===== src/gisa_pkg.sv =====
// Purpose: Shared constants for the global interrupt status aggregator.
// Assumes: 5-bit register addresses and 8-bit register data.
// Notes: Offsets, bit positions and reset values live only here.

package gisa_pkg;

    // =========================================================
    // Register map
    localparam int ADDR_W = 5;
    localparam int DATA_W = 8;
    localparam logic [ADDR_W-1:0] GLOBAL_STATUS_OFFSET = 5'h01;
    localparam logic [ADDR_W-1:0] GLOBAL_ENABLE_OFFSET = 5'h02;

    // =========================================================
    // Reset values
    localparam logic [DATA_W-1:0] GLOBAL_STATUS_RESET = 8'h00;
    localparam logic [DATA_W-1:0] GLOBAL_ENABLE_RESET = 8'h00;
    localparam logic [DATA_W-1:0] READ_DATA_RESET = 8'h00;
    localparam logic [DATA_W-1:0] UNMAPPED_READ_VALUE = 8'h00;

    // =========================================================
    // Bit positions of the global status and enable registers
    localparam int WDT_BIT = 7;
    localparam int OVERTEMP_BIT = 6;
    localparam int SUPPLY_BIT = 5;
    localparam int ADC_BIT = 4;
    localparam int HALFBRIDGE_BIT = 3;
    localparam int HIGHSIDE_BIT = 2;
    localparam int MIRROR_BIT = 1;
    localparam int LIN_BIT = 0;

    // =========================================================
    // Positions inside the grouped source flag vectors
    localparam int SUPPLY_OV_POS = 0;
    localparam int SUPPLY_UV_POS = 1;
    localparam int SUPPLY_CP_POS = 2;
    localparam int ADC_READY_POS = 0;
    localparam int ADC_CMP_POS = 1;
    localparam int LIN_WAKE_POS = 0;
    localparam int LIN_DTO_POS = 1;
    localparam int LIN_SHORT_POS = 2;

    // Default driver counts
    localparam int NUM_HALFBRIDGE = 4;
    localparam int NUM_HIGHSIDE = 4;

endpackage


===== src/gisa_flag_cell.sv =====
// Purpose: Sticky event flags cleared by a write-one request.
// Assumes: Events and clear requests are on the same clock.
// Notes: An event present in the clear cycle keeps the flag set.

`timescale 1ns/100ps

module gisa_flag_cell #(
    parameter int WIDTH = 1
) (
    input wire logic clk,
    input wire logic rst_n,
    input wire logic [WIDTH-1:0] set_evt,
    input wire logic [WIDTH-1:0] clr_req,
    output logic [WIDTH-1:0] flags
);

    logic [WIDTH-1:0] flag_reg;
    logic [WIDTH-1:0] flag_next;

    // =========================================================
    // Flag storage
    // Set wins over clear, so a live cause is never lost
    always_comb begin
        flag_next = (flag_reg & ~clr_req) | set_evt;
    end

    always_ff @(posedge clk or negedge rst_n) begin
        if (!rst_n) begin
            flag_reg <= '0;
        end else begin
            flag_reg <= flag_next;
        end
    end

    assign flags = flag_reg;

endmodule


===== src/gisa_aggregator.sv =====
// Purpose: Global interrupt status and enable registers with source flags.
// Assumes: Register strobes come from the serial link slave, same clock.
// Notes: Status reads back one cycle after the read strobe.
// Function
// - Watchdog bit set on timeout in standby only, otherwise stays clear.
// - Watchdog bit clears only when its clear control bit toggles.
// - Over-temperature bit set on event, cleared via its source flag.
// - Supply bit set when over-voltage or under-voltage flag is set.
// - Supply bit ignores direct clear; clears once all three flags clear.
// - Converter bit set on conversion ready or comparator hit.
// - Converter bit not directly clearable; clears with both source flags.
// - Half-bridge bit is OR of per-driver over-current flags.
// - Half-bridge bit ignores direct clear; clears when all flags clear.
// - High-side bit is OR of per-driver over-current flags.
// - High-side bit ignores direct clear; clears when all flags clear.
// - Mirror bit is no storage; it mirrors the diagnostic flag.
// - Mirror over-current disables the mirror driver and sets its flag.
// - Mirror flag and bit cleared through the diagnostic register.
// - LIN bit set on wake-up, dominant timeout or bus short.
// - LIN bit ignores direct clear; clears once all three flags clear.
// - Events set flags whatever the enable bits hold.
// - Writing one to a flag requests a clear; value is not stored.
// - A clear request while the cause persists leaves the flag set.
// - Separate read/write enable register, one bit per status bit.

`timescale 1ns/100ps

module gisa_aggregator
    import gisa_pkg::*;
#(
    parameter int NUM_HB = NUM_HALFBRIDGE,
    parameter int NUM_HS = NUM_HIGHSIDE
) (
    input wire logic clk,
    input wire logic rst_n,
    // Register access from the link slave
    input wire logic reg_wr,
    input wire logic reg_rd,
    input wire logic [ADDR_W-1:0] reg_addr,
    input wire logic [DATA_W-1:0] reg_wdata,
    output logic [DATA_W-1:0] reg_rdata,
    // Watchdog
    input wire logic watchdog_timeout,
    input wire logic standby_mode,
    input wire logic watchdog_clear_bit,
    // Over-temperature
    input wire logic overtemp_evt,
    input wire logic overtemp_clr,
    // Supply: over-voltage, under-voltage, charge-pump error
    input wire logic [2:0] supply_evt,
    input wire logic [2:0] supply_clr,
    // Converter: ready, comparator hit
    input wire logic [1:0] adc_evt,
    input wire logic [1:0] adc_clr,
    // Driver over-currents
    input wire logic [NUM_HB-1:0] halfbridge_oc_evt,
    input wire logic [NUM_HB-1:0] halfbridge_oc_clr,
    input wire logic [NUM_HS-1:0] highside_oc_evt,
    input wire logic [NUM_HS-1:0] highside_oc_clr,
    input wire logic mirror_oc_evt,
    input wire logic mirror_oc_clr,
    // LIN: wake-up, dominant timeout, short
    input wire logic [2:0] lin_evt,
    input wire logic [2:0] lin_clr,
    // Source flags for the peripheral status registers
    output logic watchdog_timeout_flag,
    output logic overtemp_source_flag,
    output logic [2:0] supply_flags,
    output logic [1:0] adc_flags,
    output logic [NUM_HB-1:0] halfbridge_overcurrent_per_driver,
    output logic [NUM_HS-1:0] highside_overcurrent_per_driver,
    output logic mirror_driver_overcurrent_flag,
    output logic mirror_driver_disable,
    output logic [2:0] lin_flags,
    // Summary and request
    output logic [DATA_W-1:0] global_interrupt_status,
    output logic irq
);

    // =========================================================
    // Declarations
    logic wdt_flag_reg;
    logic wdt_clr_prev_reg;
    logic wdt_toggle;
    logic supply_sum_reg;
    logic [DATA_W-1:0] enable_reg;
    logic [DATA_W-1:0] rdata_reg;
    logic [DATA_W-1:0] rdata_next;
    logic irq_reg;
    logic [DATA_W-1:0] status;
    logic [DATA_W-1:0] raised;

    // =========================================================
    // Source flag cells
    // Write-one clear requests arrive as pulses; value never stored
    gisa_flag_cell #(.WIDTH(1)) u_overtemp (
        .clk(clk),
        .rst_n(rst_n),
        .set_evt(overtemp_evt),
        .clr_req(overtemp_clr),
        .flags(overtemp_source_flag)
    );

    gisa_flag_cell #(.WIDTH(3)) u_supply (
        .clk(clk),
        .rst_n(rst_n),
        .set_evt(supply_evt),
        .clr_req(supply_clr),
        .flags(supply_flags)
    );

    gisa_flag_cell #(.WIDTH(2)) u_adc (
        .clk(clk),
        .rst_n(rst_n),
        .set_evt(adc_evt),
        .clr_req(adc_clr),
        .flags(adc_flags)
    );

    gisa_flag_cell #(.WIDTH(NUM_HB)) u_halfbridge (
        .clk(clk),
        .rst_n(rst_n),
        .set_evt(halfbridge_oc_evt),
        .clr_req(halfbridge_oc_clr),
        .flags(halfbridge_overcurrent_per_driver)
    );

    gisa_flag_cell #(.WIDTH(NUM_HS)) u_highside (
        .clk(clk),
        .rst_n(rst_n),
        .set_evt(highside_oc_evt),
        .clr_req(highside_oc_clr),
        .flags(highside_overcurrent_per_driver)
    );

    gisa_flag_cell #(.WIDTH(1)) u_mirror (
        .clk(clk),
        .rst_n(rst_n),
        .set_evt(mirror_oc_evt),
        .clr_req(mirror_oc_clr),
        .flags(mirror_driver_overcurrent_flag)
    );

    gisa_flag_cell #(.WIDTH(3)) u_lin (
        .clk(clk),
        .rst_n(rst_n),
        .set_evt(lin_evt),
        .clr_req(lin_clr),
        .flags(lin_flags)
    );

    // Driver stays off until software clears the flag
    assign mirror_driver_disable = mirror_driver_overcurrent_flag;

    // =========================================================
    // Watchdog flag
    assign wdt_toggle = watchdog_clear_bit ^ wdt_clr_prev_reg;

    always_ff @(posedge clk or negedge rst_n) begin
        if (!rst_n) begin
            wdt_clr_prev_reg <= 1'b0;
        end else begin
            wdt_clr_prev_reg <= watchdog_clear_bit;
        end
    end

    always_ff @(posedge clk or negedge rst_n) begin
        if (!rst_n) begin
            wdt_flag_reg <= 1'b0;
        end else if (watchdog_timeout && standby_mode) begin
            wdt_flag_reg <= 1'b1;
        end else if (wdt_toggle) begin
            wdt_flag_reg <= 1'b0;
        end
    end

    assign watchdog_timeout_flag = wdt_flag_reg;

    // =========================================================
    // Supply summary
    // Set by voltage flags only; the charge-pump flag merely holds it
    always_ff @(posedge clk or negedge rst_n) begin
        if (!rst_n) begin
            supply_sum_reg <= 1'b0;
        end else if (supply_flags[SUPPLY_OV_POS] || supply_flags[SUPPLY_UV_POS]) begin
            supply_sum_reg <= 1'b1;
        end else if (supply_flags == 3'h0) begin
            supply_sum_reg <= 1'b0;
        end
    end

    // =========================================================
    // Global status assembly
    always_comb begin
        status = GLOBAL_STATUS_RESET;
        status[WDT_BIT] = wdt_flag_reg;
        status[OVERTEMP_BIT] = overtemp_source_flag;
        status[SUPPLY_BIT] = supply_sum_reg;
        status[ADC_BIT] = |adc_flags;
        status[HALFBRIDGE_BIT] = |halfbridge_overcurrent_per_driver;
        status[HIGHSIDE_BIT] = |highside_overcurrent_per_driver;
        status[MIRROR_BIT] = mirror_driver_overcurrent_flag;
        status[LIN_BIT] = |lin_flags;
    end

    assign global_interrupt_status = status;

    // =========================================================
    // Enable register
    // Status is read-only: writes to it fall through untouched
    always_ff @(posedge clk or negedge rst_n) begin
        if (!rst_n) begin
            enable_reg <= GLOBAL_ENABLE_RESET;
        end else if (reg_wr && reg_addr == GLOBAL_ENABLE_OFFSET) begin
            enable_reg <= reg_wdata;
        end
    end

    // =========================================================
    // Read port
    always_comb begin
        case (reg_addr)
            GLOBAL_STATUS_OFFSET: begin
                rdata_next = status;
            end
            GLOBAL_ENABLE_OFFSET: begin
                rdata_next = enable_reg;
            end
            default: begin
                rdata_next = UNMAPPED_READ_VALUE;
            end
        endcase
    end

    always_ff @(posedge clk or negedge rst_n) begin
        if (!rst_n) begin
            rdata_reg <= READ_DATA_RESET;
        end else if (reg_rd) begin
            rdata_reg <= rdata_next;
        end
    end

    assign reg_rdata = rdata_reg;

    // =========================================================
    // Interrupt request
    // Registered so the request line is glitch free
    assign raised = status & enable_reg;

    always_ff @(posedge clk or negedge rst_n) begin
        if (!rst_n) begin
            irq_reg <= 1'b0;
        end else begin
            irq_reg <= |raised;
        end
    end

    assign irq = irq_reg;
endmodule


===== config.mk =====
export PLATFORM = sky130hd
export DESIGN_NAME = gisa_aggregator
export DESIGN_NICKNAME = d
export VERILOG_FILES = /design/src/gisa_pkg.sv /design/src/gisa_flag_cell.sv /design/src/gisa_aggregator.sv
export SDC_FILE = /design/constraint.sdc
export NUM_CORES = 1
export LEC_CHECK = 0
export BUFFER_PORTS_ARGS = -buffer_cell sky130_fd_sc_hd__buf_2
export CORE_ASPECT_RATIO = 0.75
export CORE_UTILIZATION = 25
export CTS_CLUSTER_DIAMETER = 40
export DETAILED_ROUTE_END_ITERATION = 12
export GPL_ROUTABILITY_DRIVEN = 0
export HOLD_SLACK_MARGIN = 0.05
export SLEW_MARGIN = 0
export SYNTH_ARGS = -nofsm -noshare
export SYNTH_HDL_FRONTEND = slang
export SYNTH_SLANG_ARGS = --single-unit

===== constraint.sdc =====
create_clock -name clk -period 1.6 [get_ports clk]
set_input_delay 0.24 -clock clk [delete_from_list [all_inputs] [get_ports clk]]
set_output_delay 0.24 -clock clk [all_outputs]
set_load 0.005 [all_outputs]

==> impl_results.md, run 1 <==
* Post-synth top area cell: dfrtp_1
* IO Port Bufs at 92
* RSZ-0062 raised after global routing: yes
* Post-route minimum period at approximately 1.6 ns
* Min setup slack post-route at -0.00892 ns
* DR iter-0 viols at 37
* Worst path arrival time at 1.37 ns
* Die area at 6900 um2
* Crit start category: flop
* Initial antenna violation count at 0
* # IOs at 93
* Antenna cell count at 0
* WL final at 3960 um
* Final period util at 101%
* Avg Cell Area, Syn at 13.7 um2
* GRT overflow at 0
* Root buffer cell: clkbuf_8
* Worst Path Buf+Inv at 1
* CP max-delay cell: or4_4
* Max cap viols at 0
* Status: finished, violations left
* Row count at 25
* # setup viols final at 2
* Die width at 95.6 um
* Via count of the first global-routing pass at 1257
* Die Ht at 72.2 um
* Total GRT Usage at 12.1%
* Share of layout cells above drive strength 1 at 58.8%
* Synth top area cells: dfrtp_1, a21o_1, mux2_4, a221o_1, and2b_4
* Skew final at 0.00782 ns
* Vias at 1293
* Wire length of the first global-routing pass at 6180 um
* Worst Setup End Kind: output port
* Yosys reg bits at 38
* Leakage at 1.28 nW
* Final net count at ~280
* Max-slew headroom at between 70% and 80%
* Sequential share of the synthesized area at 57.9%
* Final Hold Fails at 0
* # H-tree levels at 2
* Via density at 4.21
* Critical path class: flop to output port
* Syn nets at 176
* Pwr per Cell Area at 898 nW/um2
* Wire length per cell at between 10 and 15 um
* Largest net degree at the start of global routing at 22
* Final Max Slew Viols at 0
* Antenna Nets Post-Route at 0
* DR DRC count at 0
* Initial Util at ~26%
* Drt first pass iters at 4
* Failing checks: negative setup slack
* Worst vdd ir at about 0.28 mV
* Mapped Cells at 120
* Synth top area share at 57.9%
* Synth warn at 0
* Area grow syn2layout at 45.7%
* CP peak stage delay at 0.56 ns
* Cell family with most CP delay: simple AND/OR/NAND/NOR gates
* CTS Buf Count at 5
* Core Util, Final at 37.8%
* CP required at 1.36 ns
* Clock Path Buffers at 2
* Final HPWL DP at about 3000 um
* Peak Freq at 0.622 GHz
* Core ar. at ~6300 um2
* Worst path cell trace: or4_4 > buf_6
* Actual slew at the worst max-slew pin at 0.450 ns
* Setup_tns at -0.0118 ns
* TritonCTS Sinks at 38
* Post-Synthesis Cell Area at 1640 um2
* Netlist cell types at 21
* Clk_lat worst skew at 0.29 ns
* Reg clk slew, reported paths at 0.08 ns
* CTS tree: done
* Worst min path class: primary input to flop
* Worst Path Max Fanout at 3
==> Yosys cell counts, drive strengths merged <==
library cell,instances
dfrtp,38
a21o,18
inv,18
a221o,8
and2b,8
mux2,8
buf,5
a22o,2
nor3b,2
or4,2
a211o,1
a221oi,1
a222oi,1
nand2,1
nand3,1
nand3b,1
nor4,1
or2,1
or3,1
or4b,1
xnor2,1
==> stage by stage <==
stage | hold slack [ns] | std cells | worst slack (ns) | cell area (um2) | total power [mW]
finish | 0.0863 | 307 | -0.00892 | 2390 | 2.15
global route | 0.0757 | 307 | -0.0582 | 2390 | 2.28
CTS | 0.0747 | 307 | -0.0287 | 2380 | 2.19
detailed placement | 0.209 | 294 | 0.0298 | 2240 | 1.46
global placement | 0.206 | 294 | 0.0852 | 2240 | 1.45
floorplan | -0.0556 | 120 | 0.0775 | 1640 | 1.28
==> layer usage <==
metal,vias up,wire (um),global-route usage [%]
met2,57,1620,17.3
met1,602,1980,17.3
met3,3,343,4.30
met4,0,16,3.48
met5,-,0,0
li1,631,-,-
==> where the power goes <==
part / total, mW / switching [mW] / internal (mW) / leakage (nW)
registers: 1.12 / 0.0722 / 1.05 / 0.449
clock network: 0.697 / 0.350 / 0.347 / 0.0472
logic: 0.332 / 0.121 / 0.211 / 0.779
==> logic make-up (layout without fill, tap and decap cells) <==
kind of cell / Yosys count / count (layout) / synth area share [%]
AO/OA/AOI/OAI: 31 / 31 / 15.9
AND/OR/NAND/NOR: 19 / 19 / 12.0
XOR/XNOR: 1 / 1 / 0.534
flip-flops: 38 / 38 / 57.9
buffers and inverters: 23 / 129 / 6.40
multiplexers: 8 / 8 / 7.32
==> worst paths after layout <==
path                                  startpoint                          to  slack [ns]  cells after the start
max reg2reg                u_halfbridge.flags[2]                         irq        0.10                      3
max in group asynchronous                  rst_n               enable_reg[7]        0.71                      3
max                        u_halfbridge.flags[2]  global_interrupt_status[3]      -0.009                      2
min reg2reg                       u_adc.flags[0]              u_adc.flags[0]        0.50                      1
min                           watchdog_clear_bit            wdt_clr_prev_reg        0.09                      1
min in group asynchronous                  rst_n                reg_rdata[3]        0.42                      2
==> area by class of cell <==
type / instances / area (um2)
clock buffer: 6 / 82.6
clock inverter: 2 / 12.5
fill: 635 / 3930
inverter: 18 / 67.6
multi-input combinational: 59 / 593
sequential: 38 / 951
tap: 81 / 101
timing repair buffer: 103 / 583
==> worst register-to-register path, delay by kind of cell (launching register included) <==
kind,cells,cell delay [ns]
simple gates,2,0.68
flops,1,0.38
compound gates,1,0.32
==> placed cells by master, fill, tap and decap left out <==
cell           Yosys  routed
buf_2              0      90
dfrtp_1           38      38
inv_1             18      18
a21o_1            18      18
mux2_4             8       8
and2b_4            8       8
a221o_1            8       8
buf_4              5       8
clkbuf_8           0       6
or4_4              0       2
a22o_1             2       2
nor3b_4            2       2
buf_6              0       2
buf_12             0       2
or2_2              1       1
or3_1              1       1
a222oi_1           1       1
nand2_1            1       1
a221oi_1           1       1
nand3_1            1       1
nand3b_1           1       1
nor4_4             1       1
or4b_4             1       1
xnor2_1            1       1
a211o_1            1       1
clkinvlp_4         0       1
clkinv_2           0       1
dlygate4sd3_1      0       1
==> what timing repair did <==
item | CTS | global route
hold buffers | 1 | 0
setup endpoints to repair | 2 | 3
setup buffers | 4 | 0
hold endpoints to repair | 17 | 0
gates resized for setup | 3 | 1
pin swaps | 2 | 4
No activity file was read; power rests on OpenSTA's default activity.
==> run 2, diff against run 1 <==
--- a/config.mk
+++ b/config.mk
@@ -13,5 +13,5 @@
 export GPL_ROUTABILITY_DRIVEN = 0
 export HOLD_SLACK_MARGIN = 0.05
-export SLEW_MARGIN = 0
+export SLEW_MARGIN = 20
 export SYNTH_ARGS = -nofsm -noshare
 export SYNTH_HDL_FRONTEND = slang
==> constraint.sdc (replaced) <==
create_clock -name clk -period 1.6 [get_ports clk]
set_input_delay 0.24 -clock clk [delete_from_list [all_inputs] [get_ports clk]]
set_output_delay 0.24 -clock clk [all_outputs]
set_load 0.01 [all_outputs]
==> run 2 against run 1 <==
Compared with the run above:
- the run still ends with negative setup slack left
- critical path depth unchanged
- clock power fell by 11%
- sequential share of layout area down 0.062 points
- combinational power rose by 7.5%
- total power shrank 2.4%
- clock-buffer cell count decreased by 1
- setup slack got worse by 0.0085 ns
- first-iteration DRC count is 27% lower
- hold slack about the same
- via count about the same
- critical endpoint unchanged
- largest power group unchanged
==> impl_results.md, run 2 (synthesis gave the netlist of run 1 again) <==
* Core Util, Final at roughly 38%
* Reg clk slew, reported paths at 0.08 ns
* Worst path arrival time at 1.38 ns
* Critical path class: flop to output port
* Min setup slack post-route at -0.0174 ns
* Max-slew headroom at 79.8%
* Max cap viols at 0
* Initial Util at about a quarter
* # H-tree levels at 2
* CTS Buf Count at 5
* Internal at 1.55 mW
* Hold slack at 0.0863 ns
* Fill cells at 643
* Core ar. at 6320 um2
* Worst min path class: primary input to flop
* Area of the multi-input gates at 598 um2
* Setup_tns at -0.0303 ns
* Share of layout cells above drive strength 1 at 59.5%
* CP peak stage delay at 0.54 ns
* Antenna cell count at 0
* Die Ht at 72.2 um
* GRT overflow at 0
* RSZ-0062 raised after global routing: yes
* Sw frac at 25.8%
* Pwr per Cell Area at 875 nW/um2
* WL final at a little under 4000 um
* Initial antenna violation count at 0
* Clk network pwr share at 29.6%
* CP required at 1.36 ns
* Wire length of the first global-routing pass at approximately 6000 um
* Psw at between 0.5 and 0.6 mW
* Reg2reg setup slack at 0.05 ns
* Post-route minimum period at 1.62 ns
* Final HPWL DP at ~2900 um
* Cell family with most CP delay: simple AND/OR/NAND/NOR gates
* TritonCTS Sinks at 38
* Leakage at 1.28 nW
* Final net count at 283
* Comb pwr share at 17.0%
* Total GRT Usage at 11.8%
* Skew final at 0.00595 ns
* Area grow syn2layout at 45.9%
* DR DRC count at 0
* Final Hold Fails at 0
* Actual slew at the worst max-slew pin at 0.303 ns
* IO Port Bufs at between 90 and 100
* Sequential standard cell area at 951 um2
* Clk_lat worst skew at about 0.29 ns
* Critical Path Source: u_halfbridge.flags[1]
* Hold path endpoint: wdt_clr_prev_reg
* Worst Setup End Kind: output port
* # setup viols final at 2
* Status: finished, violations left
* Vias at 1294
* Final period util at 101%
* Drt first pass iters at 5
* Hold Path Origin: watchdog_clear_bit
* Worst path cell trace: or4_4 > buf_6
* Worst hold path depth at 1
* Crit start category: flop
* DR iter-0 viols at 27
* # IOs at just over 90
* Sequential power share at 53.3%
* Worst Path Max Fanout at 3
* Clock Path Buffers at 2
* Largest net degree at the start of global routing at 39
* Peak Freq at 0.618 GHz
* Final Max Slew Viols at 0
* FF-to-FF Start: u_halfbridge.flags[1]
* Die area at 6900 um2
* Die width at 95.6 um
* Wire length per cell at 12.5 um
* Failing checks: negative setup slack
* Antenna Nets Post-Route at 0
* R2R depth at 3
* Worst vdd ir at 0.410 mV
* Worst Path Buf+Inv at 1
* Most common cell after layout, fill and taps aside: buf_2
* CP max-delay cell: or4_4
* Row count at 25
* FF-to-FF End: irq
* Via count of the first global-routing pass at 1206
* CTS tree: done
* Root buffer cell: clkbuf_8
* Via density at 4.20
* Most frequent cells in the layout: buf_2, dfrtp_1, inv_1, a21o_1, buf_4
run 2: cell count changes in the layout (fill, tap and decap cells not counted):
cell        previous run  this run
or3_1                  1         0
clkinv_2               1         2
clkbuf_8               6         5
buf_4                  8        10
clkinvlp_4             1         0
or3_4                  0         1
run 2: layer usage:
| layer | wire length (um) | track usage (%) | vias to the layer above |
|---|---|---|---|
| met5 | 0 | 0 | - |
| met4 | 23 | 3.98 | 0 |
| met3 | 350 | 4.72 | 3 |
| met2 | 1610 | 16.4 | 58 |
| met1 | 1860 | 16.7 | 601 |
| li1 | - | - | 632 |
run 2: what timing repair did:
item                                    in CTS  in global routing
gates resized for setup                      4                  1
setup buffers                                4                  1
pin swaps                                    2                  2
hold endpoints to repair                    38                  0
gates cloned                                 0                  0
hold buffers                                 1                  0
endpoints found under the setup margin       3                  4
run 2: through the flow:
stage               cell area [um2]  power, mW  std cells  worst slack (ns)
finish                         2390       2.09        308           -0.0174
global route                   2390       2.23        308           -0.0759
CTS                            2380       2.14        307           -0.0290
detailed placement             2240       1.48        295          0.000193
global placement               2240       1.48        295            0.0820
floorplan                      1640       1.30        120            0.0103
run 2: power by group through the flow:
stage | Combinational [mW] | Clock (mW) | Sequential (mW)
after floorplan | 0.158 | 0 | 1.14
after global placement | 0.341 | 0 | 1.13
after detailed placement | 0.346 | 0 | 1.14
after CTS | 0.361 | 0.661 | 1.12
after global routing | 0.395 | 0.704 | 1.13
final | 0.357 | 0.621 | 1.12
run 2: how the worst max path moves through the flow:
stage,endpoint,cells after the start,slack (ns)
5_1_grt,irq,3,-0.08
2_1_floorplan,irq,3,0.01
4_1_cts,global_interrupt_status[2],2,-0.03
3_5_place_dp,irq,3,0.0002
6_report,global_interrupt_status[3],2,-0.02
3_3_place_gp,irq,3,0.08
run 2: layout make-up:
cell class / instances / area share [%]
clock buffers: 5 / 2.87
multi-input cells: 59 / 25.0
clock inverters: 2 / 0.418
inverters: 18 / 2.82
repair buffers: 105 / 25.0
flip-flops and latches: 38 / 39.7
well taps: 81 / 4.23
